==> config.mk <==
export PLATFORM = sky130hd
export DESIGN_NAME = smcic_top
export DESIGN_NICKNAME = d
export VERILOG_FILES = /design/src/smcic_pkg.sv /design/src/smcic_clock_divide_select.sv /design/src/smcic_top.sv
export SDC_FILE = /design/constraint.sdc
export NUM_CORES = 1
export LEC_CHECK = 0
export ABC_AREA = 1
export BUFFER_PORTS_ARGS = -buffer_cell sky130_fd_sc_hd__buf_2
export CAP_MARGIN = 40
export CORE_UTILIZATION = 54
export DETAILED_ROUTE_END_ITERATION = 6
export MAX_ROUTING_LAYER = met4
export PLACE_DENSITY = 0.76
export SLEW_MARGIN = 5
export SYNTH_ARGS = -nofsm -noshare
export SYNTH_HDL_FRONTEND = slang
export SYNTH_SLANG_ARGS = --single-unit
==> constraint.sdc <==
create_clock -name clk -period 1.93 [get_ports clk]
set_input_delay 0.193 -clock clk [delete_from_list [all_inputs] [get_ports clk]]
set_output_delay 0.193 -clock clk [all_outputs]
set_load 0.01 [all_outputs]
==> src/smcic_pkg.sv <==
package smcic_pkg;

  // ----------------------------------------------------------------------
  // clock and timing
  // ----------------------------------------------------------------------
  localparam int CLK_FREQ_HZ        = 100_000_000;
  localparam int DEBOUNCE_MS        = 5;
  localparam int DEBOUNCE_CYCLES    = DEBOUNCE_MS * (CLK_FREQ_HZ / 1000);
  localparam int VSEL_WINDOW_NS     = 400;
  localparam int VSEL_WINDOW_CYCLES = (VSEL_WINDOW_NS * (CLK_FREQ_HZ / 1_000_000)) / 1000;
  localparam int STEP_US            = 1;
  localparam int STEP_CYCLES        = STEP_US * (CLK_FREQ_HZ / 1_000_000);

  // ----------------------------------------------------------------------
  // quantised divide-select codes
  // ----------------------------------------------------------------------
  localparam logic [1:0] DIV_CODE_GND   = 2'h0;
  localparam logic [1:0] DIV_CODE_THIRD = 2'h1;
  localparam logic [1:0] DIV_CODE_TWO3  = 2'h2;
  localparam logic [1:0] DIV_CODE_FULL  = 2'h3;

  // osc edges between card clock toggles, divide by n needs n edges
  localparam logic [3:0] EDGES_DIV2 = 4'h2;
  localparam logic [3:0] EDGES_DIV4 = 4'h4;
  localparam logic [3:0] EDGES_DIV8 = 4'h8;

  // ----------------------------------------------------------------------
  // card supply level codes and reset values
  // ----------------------------------------------------------------------
  localparam logic [1:0] VCC_3V0 = 2'h0;
  localparam logic [1:0] VCC_5V0 = 2'h1;
  localparam logic [1:0] VCC_1V8 = 2'h2;
  localparam logic [1:0] VCC_RST = VCC_3V0;

  typedef enum {
    ST_IDLE, ST_VWAIT, ST_SUPPLY, ST_IO, ST_CLK, ST_ACTIVE,
    ST_D_RST, ST_D_CLK, ST_D_IO, ST_D_VCC
  } smcic_state_t;

endpackage : smcic_pkg

==> src/smcic_clock_divide_select.sv <==
`timescale 1ns/1ps

module smcic_clock_divide_select
  import smcic_pkg::*;
(
  // clock and reset
  input  wire logic       clk,
  input  wire logic       rst_b,
  // oscillator
  input  wire logic       osc_in,
  input  wire logic       stop_osc,
  output logic            osc_out,
  // control
  input  wire logic [1:0] div_code,
  input  wire logic       run,
  // card clock
  output logic            card_clk
);

  // ----------------------------------------------------------------------
  // ratio decode
  // ----------------------------------------------------------------------
  function automatic logic [3:0] edges_per_toggle(input logic [1:0] code);
    case (code)
      DIV_CODE_GND:  edges_per_toggle = EDGES_DIV4;
      DIV_CODE_TWO3: edges_per_toggle = EDGES_DIV8;
      DIV_CODE_FULL: edges_per_toggle = EDGES_DIV2;
      default:       edges_per_toggle = 4'h0;
    endcase
  endfunction : edges_per_toggle

  logic       osc_q_reg,    osc_q_next;
  logic [3:0] cnt_reg,      cnt_next;
  logic       card_clk_reg, card_clk_next;
  logic       osc_out_reg,  osc_out_next;
  logic [3:0] limit;

  // ----------------------------------------------------------------------
  // divider
  // ----------------------------------------------------------------------
  always_comb begin
    limit         = edges_per_toggle(div_code);
    osc_q_next    = osc_in;
    cnt_next      = cnt_reg;
    card_clk_next = card_clk_reg;
    osc_out_next  = stop_osc ? 1'b0 : ~osc_in;
    if (!run) begin
      // stopping forces the card clock low at once, which may cut the last pulse short
      cnt_next      = 4'h0;
      card_clk_next = 1'b0;
    end else if (div_code == DIV_CODE_THIRD) begin
      card_clk_next = osc_in;
      cnt_next      = 4'h0;
    end else if (osc_in != osc_q_reg) begin
      // a count left above a smaller new limit ends at once, not after a wrap
      if (cnt_reg >= limit - 4'h1) begin
        cnt_next      = 4'h0;
        card_clk_next = ~card_clk_reg;
      end else begin
        cnt_next = cnt_reg + 4'h1;
      end
    end
  end

  always_ff @(posedge clk) begin
    if (!rst_b) begin
      osc_q_reg    <= 1'b0;
      cnt_reg      <= 4'h0;
      card_clk_reg <= 1'b0;
      osc_out_reg  <= 1'b0;
    end else begin
      osc_q_reg    <= osc_q_next;
      cnt_reg      <= cnt_next;
      card_clk_reg <= card_clk_next;
      osc_out_reg  <= osc_out_next;
    end
  end

  assign card_clk = card_clk_reg;
  assign osc_out  = osc_out_reg;

endmodule : smcic_clock_divide_select

==> src/smcic_top.sv <==
// Functional notes
// - high presence means inserted, 5 ms insertion debounce
// - activation falling edge starts session if present
// - voltage select high 5V, low 3V
// - select falling near activation edge picks 1.8V
// - card clock is oscillator divided by 1,2,4,8
// - open-drain low interrupt flags fault and card absence
// - in the active state host reset drives card reset
// - in the idle state host reset means power-down
// - removal or any fault starts emergency deactivation
// - sequencer switches card supply on and off
// - data, aux4, aux8 relayed both ways from ST_IO through ST_D_CLK
`timescale 1ns/1ps

module smcic_top
  import smcic_pkg::*;
#(
  parameter int DEBOUNCE_LEN = DEBOUNCE_CYCLES,
  parameter int STEP_LEN     = STEP_CYCLES
) (
  // clock and reset
  input  wire logic       clk,
  input  wire logic       rst_b,
  // host control
  input  wire logic       activate_cmd_n,
  input  wire logic       host_reset_in,
  input  wire logic       card_voltage_select,
  input  wire logic [1:0] clock_divide_select,
  input  wire logic       card_present,
  // fault detectors
  input  wire logic       card_overcurrent,
  input  wire logic       vcc_undervoltage,
  input  wire logic       vdd_fault,
  // oscillator
  input  wire logic       osc_in,
  output logic            osc_out,
  // card supply, reset and clock
  output logic            vcc_enable,
  output logic [1:0]      vcc_level,
  output logic            card_reset,
  output logic            card_clock,
  // interrupt, open drain
  output logic            irq_n_out,
  output logic            irq_n_oe,
  // host side data lines
  input  wire logic       host_io_in,
  output logic            host_io_out,
  output logic            host_io_oe,
  input  wire logic       host_aux4_in,
  output logic            host_aux4_out,
  output logic            host_aux4_oe,
  input  wire logic       host_aux8_in,
  output logic            host_aux8_out,
  output logic            host_aux8_oe,
  // card side data lines
  input  wire logic       card_io_in,
  output logic            card_io_out,
  output logic            card_io_oe,
  input  wire logic       card_aux4_in,
  output logic            card_aux4_out,
  output logic            card_aux4_oe,
  input  wire logic       card_aux8_in,
  output logic            card_aux8_out,
  output logic            card_aux8_oe,
  // status
  output logic            power_down,
  output logic            session_active
);

  localparam int DEB_W = $clog2(DEBOUNCE_LEN + 1);
  localparam int TMR_W = 16;
  localparam logic [5:0] WIN = 6'(VSEL_WINDOW_CYCLES);

  // ----------------------------------------------------------------------
  // state
  // ----------------------------------------------------------------------
  smcic_state_t     state_reg,    state_next;
  logic [TMR_W-1:0] timer_reg,    timer_next;
  logic [DEB_W-1:0] deb_cnt_reg,  deb_cnt_next;
  logic             present_reg,  present_next;
  logic             vsel_q_reg,   vsel_q_next;
  logic             cmd_q_reg,    cmd_q_next;
  logic [5:0]       since_reg,    since_next;
  logic [1:0]       level_reg,    level_next;
  logic             fault_reg,    fault_next;
  logic             vcc_en_reg,   vcc_en_next;
  logic             rst_reg,      rst_next;
  logic             pd_reg,       pd_next;
  logic             sess_reg,     sess_next;
  logic             irq_oe_reg,   irq_oe_next;
  logic [2:0]       card_oe_reg,  card_oe_next;
  logic [2:0]       host_oe_reg,  host_oe_next;
  logic             zero_reg;
  logic             clk_run;
  logic             io_rel;
  logic             vsel_fall;
  logic             cmd_fall;
  logic             fault_in;
  logic             abort;
  logic             step_done;
  logic [2:0]       host_lvl;
  logic [2:0]       card_lvl;

  assign host_lvl  = {host_aux8_in, host_aux4_in, host_io_in};
  assign card_lvl  = {card_aux8_in, card_aux4_in, card_io_in};
  assign vsel_fall = vsel_q_reg & ~card_voltage_select;
  assign cmd_fall  = cmd_q_reg & ~activate_cmd_n;
  assign fault_in  = card_overcurrent | vcc_undervoltage | vdd_fault;
  assign step_done = (timer_reg == TMR_W'(STEP_LEN - 1));
  assign clk_run   = (state_reg == ST_CLK) || (state_reg == ST_ACTIVE) ||
                     (state_reg == ST_D_RST);
  assign io_rel    = clk_run || (state_reg == ST_IO) || (state_reg == ST_D_CLK);

  // ----------------------------------------------------------------------
  // presence, edges and sequencer
  // ----------------------------------------------------------------------
  always_comb begin
    deb_cnt_next = deb_cnt_reg;
    present_next = present_reg;
    if (!card_present) begin
      // extraction is acted on at once, only insertion is filtered
      deb_cnt_next = '0;
      present_next = 1'b0;
    end else if (deb_cnt_reg == DEB_W'(DEBOUNCE_LEN - 1)) begin
      present_next = 1'b1;
    end else begin
      deb_cnt_next = deb_cnt_reg + 1'b1;
    end

    vsel_q_next = card_voltage_select;
    cmd_q_next  = activate_cmd_n;
    since_next  = vsel_fall ? 6'h0 : ((since_reg > WIN) ? since_reg : since_reg + 6'h1);

    abort      = ~present_reg | fault_in;
    state_next = state_reg;
    timer_next = step_done ? '0 : timer_reg + 1'b1;
    level_next = level_reg;
    case (state_reg)
      ST_IDLE: begin
        timer_next = '0;
        if (cmd_fall && present_reg && !fault_in) begin
          state_next = ST_VWAIT;
          if (since_reg <= WIN) begin
            level_next = VCC_1V8;
          end else begin
            level_next = card_voltage_select ? VCC_5V0 : VCC_3V0;
          end
        end
      end
      ST_VWAIT: begin
        // holding the supply off until the late window closes avoids
        // ramping to the wrong level for a 1.8V card
        // the window may outlast one step, so the step wrap is not used here
        timer_next = timer_reg + 1'b1;
        if (vsel_fall) begin
          level_next = VCC_1V8;
        end
        if (abort || activate_cmd_n) begin
          state_next = ST_IDLE;
        end else if (timer_reg == TMR_W'(WIN)) begin
          state_next = ST_SUPPLY;
          timer_next = '0;
        end
      end
      ST_SUPPLY, ST_IO, ST_CLK: begin
        if (abort || activate_cmd_n) begin
          state_next = ST_D_RST;
          timer_next = '0;
        end else if (step_done) begin
          case (state_reg)
            ST_SUPPLY: state_next = ST_IO;
            ST_IO:     state_next = ST_CLK;
            default:   state_next = ST_ACTIVE;
          endcase
        end
      end
      ST_ACTIVE: begin
        timer_next = '0;
        if (abort || activate_cmd_n) begin
          state_next = ST_D_RST;
        end
      end
      ST_D_RST: if (step_done) state_next = ST_D_CLK;
      ST_D_CLK: if (step_done) state_next = ST_D_IO;
      ST_D_IO:  if (step_done) state_next = ST_D_VCC;
      ST_D_VCC: if (step_done) state_next = ST_IDLE;
      default: begin
        state_next = ST_IDLE;
      end
    endcase

    vcc_en_next = (state_next inside {ST_SUPPLY, ST_IO, ST_CLK, ST_ACTIVE,
                                      ST_D_RST, ST_D_CLK, ST_D_IO});
    rst_next    = (state_next == ST_ACTIVE) & host_reset_in;
    pd_next     = (state_next == ST_IDLE) & host_reset_in;
    sess_next   = (state_next != ST_IDLE) && (state_next != ST_VWAIT);

    // set wins over the clear by the host releasing activation
    fault_next  = fault_in | ((state_reg != ST_IDLE) & ~present_reg) |
                  (fault_reg & ~activate_cmd_n);
    irq_oe_next = fault_next | ~present_next;
  end

  // ----------------------------------------------------------------------
  // data line relay
  // ----------------------------------------------------------------------
  always_comb begin
    card_oe_next = card_oe_reg;
    host_oe_next = host_oe_reg;
    for (int i = 0; i < 3; i++) begin
      if (!io_rel) begin
        card_oe_next[i] = 1'b1;
        host_oe_next[i] = 1'b0;
      end else if (card_oe_reg[i]) begin
        card_oe_next[i] = ~host_lvl[i];
      end else if (host_oe_reg[i]) begin
        host_oe_next[i] = ~card_lvl[i];
      end else if (!host_lvl[i] && card_lvl[i]) begin
        card_oe_next[i] = 1'b1;
      end else if (!card_lvl[i] && host_lvl[i]) begin
        host_oe_next[i] = 1'b1;
      end
    end
  end

  always_ff @(posedge clk) begin
    if (!rst_b) begin
      state_reg   <= ST_IDLE;
      timer_reg   <= '0;
      deb_cnt_reg <= '0;
      present_reg <= 1'b0;
      vsel_q_reg  <= 1'b1;
      cmd_q_reg   <= 1'b1;
      since_reg   <= 6'h3f;
      level_reg   <= VCC_RST;
      fault_reg   <= 1'b0;
      vcc_en_reg  <= 1'b0;
      rst_reg     <= 1'b0;
      pd_reg      <= 1'b0;
      sess_reg    <= 1'b0;
      irq_oe_reg  <= 1'b1;
      card_oe_reg <= 3'h7;
      host_oe_reg <= 3'h0;
      zero_reg    <= 1'b0;
    end else begin
      state_reg   <= state_next;
      timer_reg   <= timer_next;
      deb_cnt_reg <= deb_cnt_next;
      present_reg <= present_next;
      vsel_q_reg  <= vsel_q_next;
      cmd_q_reg   <= cmd_q_next;
      since_reg   <= since_next;
      level_reg   <= level_next;
      fault_reg   <= fault_next;
      vcc_en_reg  <= vcc_en_next;
      rst_reg     <= rst_next;
      pd_reg      <= pd_next;
      sess_reg    <= sess_next;
      irq_oe_reg  <= irq_oe_next;
      card_oe_reg <= card_oe_next;
      host_oe_reg <= host_oe_next;
      zero_reg    <= 1'b0;
    end
  end

  // ----------------------------------------------------------------------
  // card clock
  // ----------------------------------------------------------------------
  // a divide change while the clock runs may give one short pulse
  smcic_clock_divide_select u_clock_divide_select (
    .clk      (clk),
    .rst_b    (rst_b),
    .osc_in   (osc_in),
    .stop_osc (pd_reg),
    .osc_out  (osc_out),
    .div_code (clock_divide_select),
    .run      (clk_run),
    .card_clk (card_clock)
  );

  assign vcc_enable     = vcc_en_reg;
  assign vcc_level      = level_reg;
  assign card_reset     = rst_reg;
  assign irq_n_out      = zero_reg;
  assign irq_n_oe       = irq_oe_reg;
  assign power_down     = pd_reg;
  assign session_active = sess_reg;
  assign host_io_out    = zero_reg;
  assign host_aux4_out  = zero_reg;
  assign host_aux8_out  = zero_reg;
  assign card_io_out    = zero_reg;
  assign card_aux4_out  = zero_reg;
  assign card_aux8_out  = zero_reg;
  assign host_io_oe     = host_oe_reg[0];
  assign host_aux4_oe   = host_oe_reg[1];
  assign host_aux8_oe   = host_oe_reg[2];
  assign card_io_oe     = card_oe_reg[0];
  assign card_aux4_oe   = card_oe_reg[1];
  assign card_aux8_oe   = card_oe_reg[2];

endmodule : smcic_top
==> results.txt, run 1 <==
The final-report max-slew violation count was 0. STA classifies the critical path startpoint as a flip-flop. The die covers 8836 µm². The fill cell instance count of the final layout is 712, and the share of final-layout standard cells stronger than drive strength 1 is 23.89%. Setup violations remaining at the end of the flow were counted as 0.

The tools report the root buffer cell as clkbuf_8. Across the whole layout, storage elements account for 1956 µm². Half-perimeter wire length after detailed placement: 7376 µm. The setup slack after placement was -0.03780 ns. In this run the worst setup path begins at state_reg[1]. The logs give 198 for the number of violations reported at the end of detailed-routing iteration 0 and 2 for the buffer levels on the longest clock path. The vias per cell is 5.091. Entering global routing, the biggest net connects 17 pins. The area added between synthesis and finish was 22.17%. The total via count after detailed routing is 4200, and the flop and latch count out of synthesis is 97. The end of the worst register-to-register path was vcc_enable. Setup slack after layout: 0.01355 ns. The number of H-tree branching levels came out at 3. The number of antenna diodes in the final layout is 0.

After synthesis, flip-flops and latches occupy 42.49% of the total area. For this run, the top clock speed supported by timing is 521.8 MHz. Global routing consumed, over all layers together, 23.70% of the routing resources. TritonCTS built the clock tree. The routed wire length is 10160 µm, and the count of non-filler cells in the finished layout is 825. The worst-case IR drop observed on VDD is 0.4174 mV.

The launching point of the worst reg2reg path was state_reg[1]. The final number of hold-violating endpoints is 0. The vertical die dimension is 94 µm. For the worst-skew pair, the clock arrives at the later sink with an insertion delay of 0.37 ns. The final weighted congestion in routability-driven placement came out at 0.9325.

The flip-flop count of the largest register, all copies and words added is 32, and the netlist area before placement is 4571 µm². The die width was 94 µm; the static power due to leakage was 2.510 nW. For the count of warnings emitted by yosys, the log shows 0.

Setup repair after global routing could not meet its margin everywhere. At the end of the flow, the number of nets in the layout was 745. The wire length per cell after detailed routing was 12.32 µm; the accumulated negative setup slack was 0 ns.

The data arrival time of the worst path is 2.17 ns. The number of port buffers was 32. For the max-cap check violation count, the log shows 0. For the remaining antenna violation count after routing, the log shows 0. For the final core utilization, the log shows 67.96%.

Of all nets on the critical path, the largest fanout is 5. For this design the top-level I/O count stands at 40. In the post-synthesis netlist, the biggest area contributors are dfxtp_1 (42%), nand2_1 (9.0%), inv_1 (6.6%), nor2_1 (6.3%), o21ai_0 (3.8%). The TritonCTS buffer count was 9. Prevailing post-synth register cell: dfxtp_1. The run finished with clean final reports. The post-place instance area was 5076 µm². In this run the register-to-register setup slack is 0.01 ns. Clock skew on the completed layout was measured at 0.01641 ns. The total overflow left after global routing is 0. Cell area after layout: 5584 µm². The worst setup path is captured at a flip-flop. The via count of the first global-routing pass came out at 3716. The first global-routing pass estimated 16050 µm of wire.

The portion of synthesized cell area occupied by the leading cell type was 42.49%; the clock net sink count was 97. The number of placed instances, taps included, is 796. For the number of iterations in the first detailed-routing pass, the log shows 5. The synthesized netlist contains 45 unique library cells. In the synthesized netlist the async set-or-reset flop fraction comes to 0%. The library cell occupying the most area in the post-synthesis netlist is dfxtp_1. The floorplan has 33 rows.

After layout, the worst path uses 99.30% of the clock period. In the routed design, unresolved DRC markers number 0. Worst min-delay path class: primary input to flip-flop.

The critical path ends at vcc_enable. The logs give 8217 µm² for the floorplan core area and 55.63% for the initial cell density of the core. The run gives 2477 µm² as the area of the multi-input gates. The worst setup path is of the flip-flop to flip-flop kind. The number of antenna violations at the first check in global routing was 0; the minimum period implied by the final worst setup slack was 1.916 ns. The post-CTS clock slew at the launch and capture registers of the worst setup and hold paths was 0.10 ns.

At the worst endpoint, the required time is 2.19 ns. Counting every instance in the synthesized netlist gives 615. The total power density per cell area is 674.9 nW/µm².

Yosys mapped a number of flops with a built-in enable equal to 0. For the worst flop-to-flop path, the logic depth is 15. A synthesized cell averages 7.432 µm².
[area by class of cell]
cell class                      instances  share of cell area (%)
Multi-Input combinational cell        448                   44.36
Tap cell                              105                   2.353
Sequential cell                        97                   35.02
Clock buffer                           10                   2.285
Clock inverter                          6                   1.613
Timing Repair Buffer                   69                   8.178
Inverter                               90                   6.184
[through the flow]
step	power [mW]	hold slack, ns
after CTS	3.783	0.02279
after detailed placement	2.327	0.4058
after global routing	3.908	0.03154
after floorplan	2.271	0.2723
final	3.769	0.02973
after global placement	2.318	0.3987
[cell usage in the layout (no fill, tap or decap), drive strengths merged, types with 30 or more instances in the layout]
cell / count
dfxtp: 97
nand3: 30
nand2: 114
o21ai: 39
inv: 87
nor2: 92
conb: 35
nor3: 31
buf: 69
a21oi: 35
[metal layers]
layer / GRT usage, % / routed length (µm)
met1: 28.61 / 4520
met2: 39.11 / 5054
met3: 3.641 / 390
met4: 10.51 / 197
met5: - / 0
[cell usage after synthesis, types with 3 or more instances]
cell	count
and3_1	6
clkbuf_1	4
a21oi_2	3
inv_1	80
a211oi_1	4
a31oi_1	4
a21oi_1	32
nor2_1	77
o21ai_1	3
nand2_2	5
nand3_1	25
nor2_2	11
nand3_2	5
nand4_1	15
buf_4	7
nand2_1	109
inv_2	6
xor2_1	7
ha_1	12
nor4_2	3
o21ai_0	35
nor4_1	6
nor2_4	4
o21bai_1	3
clkinv_1	3
dfxtp_1	97
nor3_1	28
[critical path, stage by stage, from the launching register on]
cell and delay, ns:
dfxtp_2 0.37, buf_4 0.15, nor2_2 0.16, nand2_1 0.09, nor2_2 0.15, inv_1 0.06
nor2_1 0.10, nor2_1 0.07, nor2_1 0.13, nor2_1 0.07, nor2_2 0.17, nor2_4 0.06
nand3_2 0.06, nand2_1 0.05, nand2_1 0.07, a21oi_2 0.05
[kinds of logic after synthesis]
kind of cell	share of synthesized area, %
xor+xnor	1.341
compound gates	11.52
fa+ha+maj	3.285
flops	42.49
buf+inv	9.554
simple gates	31.73
other cells	0.08205
[how the worst min path moves through the flow]
stage	from	endpoint	cells after the start
after global placement	card_voltage_select	vsel_q_reg	3
after global routing	host_aux4_in	card_oe_reg[1]	2
final	host_aux8_in	card_oe_reg[2]	2
after CTS	host_aux8_in	card_oe_reg[2]	2
after floorplan	osc_in	u_clock_divide_select.osc_out	1
after detailed placement	card_voltage_select	vsel_q_reg	3
[where the power goes]
part	internal, mW	switching, mW
registers	2.06	0.0319
logic	0.0757	0.131
clock network	0.736	0.734
[repair_timing]
item	in CTS	in global routing
resized for setup	10	60
setup endpoints to repair	12	37
hold buffers	0	0
pin swaps	0	20
buffers inserted	0	12
gates cloned	0	1
Note: power is estimated with default switching activity, not from simulation.
==> inputs of run 2 (changes only) <==
--- a/config.mk
+++ b/config.mk
@@ -8,10 +8,9 @@
 export ABC_AREA = 1
 export BUFFER_PORTS_ARGS = -buffer_cell sky130_fd_sc_hd__buf_2
 export CAP_MARGIN = 40
-export CORE_UTILIZATION = 54
+export CORE_UTILIZATION = 30
 export DETAILED_ROUTE_END_ITERATION = 6
 export MAX_ROUTING_LAYER = met4
-export PLACE_DENSITY = 0.76
 export SLEW_MARGIN = 5
 export SYNTH_ARGS = -nofsm -noshare
 export SYNTH_HDL_FRONTEND = slang
==> results.txt, run 2 (synthesized netlist as in run 1, its figures left out) <==
The die covers 15730 µm². The worst-case clock skew is 0.01308 ns, and the remaining antenna violation count after routing is 0. The vias per cell was 4.468; the die width was 125.4 µm. Overall power consumption after layout is estimated at 4.315 mW. In this run the worst path has a maximum fanout of 4.

The end of the worst register-to-register path was vcc_enable. The run gives 31.09% as the initial cell density of the core. TritonCTS built the clock tree. Final number of hold-violating endpoints: 0.

The number of remaining DRC errors came out at 4. The logs give 5953 µm² for the cell area after layout and 40.50% for the final core utilization. The clock latency of the later-clocked register in the worst-skew pair came out at 0.35 ns. The number of placed instances, taps included came out at 880. Number of nets in the layout: 745. The worst-case reg-to-reg path depth was 16.

The minimum period implied by the final worst setup slack is 1.868 ns. After layout, the worst path uses 96.79% of the clock period. The tools report the terminating pin of the worst hold path as card_oe_reg[2]. Along the worst hold path, the cell count comes to 2. The half-perimeter wire length after detailed placement is 7486 µm, and the floorplan core area is 14700 µm². The library cells used most frequently in the layout, excluding fill and tap cells, are nand2_1 (98), dfxtp_1 (86), inv_1 (76). After clock tree synthesis, the clock-pin slew on the worst setup and hold paths is 0.08 ns.

Clock tree synthesis selected as its root buffer the cell clkbuf_16. 0 antenna diodes ended up in the layout. In this run, CTS created clock tree buffers numbering 9. For this run the aggregate overflow at the end of global routing stands at 0.

The first detailed-routing pass took 6 iterations. The first global-routing pass estimated 16700 µm of wire. The run gives 0 as the number of failing setup endpoints in the final timing report.

Global routing used 13.64% of the available tracks across all layers. The final-report max-slew violation count is 0. Setup repair after global routing could not meet its margin everywhere. The via count of the first global-routing pass was 3651; the total via count after detailed routing was 4039. The number of H-tree branching levels came out at 3. In this run the most critical hold path is launched from host_aux8_in. The endpoint class of the critical path was a flip-flop. The worst register-to-register path begins at state_reg[29]. After detailed routing, the wire length on met1 is 5009 µm.

Worst min-delay path class: primary input to flip-flop. The commonest non-fill, non-tap cell in the layout is nand2_1. The critical setup path kind was flip-flop to flip-flop. The max-cap check violation count came out at 0.

The longest clock path from root to sink contains 2 buffers. The die is 125.4 µm tall. The setup slack after placement is -0.01545 ns. The worst path meets setup with 0.06186 ns of slack. For the final routed database, the setup TNS stands at 0 ns. CTS saw 97 sinks. Entering global routing, the biggest net connects 20 pins. Data on the critical path arrives at its endpoint at 2.09 ns. The number of top-level pins was 40; the worst hold slack was 0.05175 ns. The tools report the number of standard-cell rows in the floorplan as 44. The count of non-filler cells in the finished layout was 904; the number of port buffers was 32. The post-cts hold buffer count is 0, and the number of violations reported at the end of detailed-routing iteration 0 is 264. The tools report the maximum clock frequency as 535.3 MHz. The wire length per cell after detailed routing was 11.27 µm; the total power density per cell area was 724.9 nW/µm². In the detailed route, the total length drawn on met3 is 388 µm.

The tools report the number of antenna violations at the first check in global routing as 0. The tools report the type of origin of the critical path as a flip-flop. Across all register-to-register paths, the minimum setup slack is 0.06 ns.

From synthesis to final layout, the design area changed by 30.25%. At the end of routability-driven placement, the weighted congestion stood at 0.9260. IR analysis of the VDD net gives a maximum drop of 0.5309 mV. The flip-flop count of the largest register, all copies and words added works out to 32. The post-place instance area came out at 5213 µm².

The checks that failed: design-rule violations. Summed over all layers, the routed wires come to 10180 µm. Fill cell instance count of the final layout: 1492. Static power due to leakage: 2.608 nW. The run finished, with violations left. For the required time of the critical path, the log shows 2.15 ns.

Wire segments on met2 add up to 4575 µm in the final route. The post-route netlist has 28.47% of its cells at a drive strength greater than 1. After detailed routing, no signal wire sits above met4.
run 2: cell types whose count changed in the layout (fill, tap and decap cells not counted), sizes merged:
| cell | previous run | this run |
|---|---|---|
| inv | 87 | 91 |
| clkinv | 6 | 4 |
| clkbuf | 10 | 9 |
| clkinvlp | 1 | 0 |
run 2: routing by layer:
| layer | vias to the layer above | global-route usage, % |
|---|---|---|
| li1 | 2165 | - |
| met1 | 1799 | 17.25 |
| met2 | 58 | 20.52 |
| met3 | 17 | 4.407 |
| met4 | 0 | 4.232 |
| met5 | - | - |
run 2: power breakdown:
part	switching (mW)	total (mW)	leakage [nW]	internal, mW
clock network	0.839	2.02	0.169	1.18
registers	0.0316	2.09	0.800	2.06
logic	0.129	0.206	1.64	0.0771
run 2: worst max path at each step:
stage	start	end	slack, ns	cells past startpoint
5_1_grt	state_reg[17]	session_active	-0.10	16
4_1_cts	state_reg[4]	session_active	0.006	16
6_report	state_reg[29]	vcc_enable	0.06	16
3_5_place_dp	state_reg[4]	session_active	-0.02	16
3_3_place_gp	state_reg[4]	session_active	-0.02	16
2_1_floorplan	timer_reg[0]	session_active	0.1	16
run 2: critical path, stage by stage (launching register included):
cell and delay (ns):
dfxtp_1 0.31, nor2_1 0.10, nand2_1 0.10, nor2_4 0.20
nand2_4 0.12, nor2_4 0.17, nand2_2 0.09, nand2_1 0.08
inv_1 0.05, nand2_2 0.06, nor2_2 0.05, nor2_4 0.13
nor2_4 0.06, nand3_2 0.06, nand2_1 0.04, nand2_1 0.07
a21oi_2 0.05
run 2: cell type report:
type / instances / area (µm²) / area share [%]
multi-input combinational: 448 / 2634 / 44.24
sequential: 97 / 1958 / 32.89
timing repair buffer: 69 / 441.7 / 7.419
inverter: 90 / 345.3 / 5.801
tap: 184 / 230.2 / 3.867
clock buffer: 9 / 225.2 / 3.783
clock inverter: 7 / 118.9 / 1.997
run 2: repair_timing:
action / CTS / global route
gates resized for setup: 4 / 95
pin swaps: 1 / 35
setup endpoints to repair: 2 / 36
hold endpoints to repair: 0 / 0
buffers inserted: 1 / 7
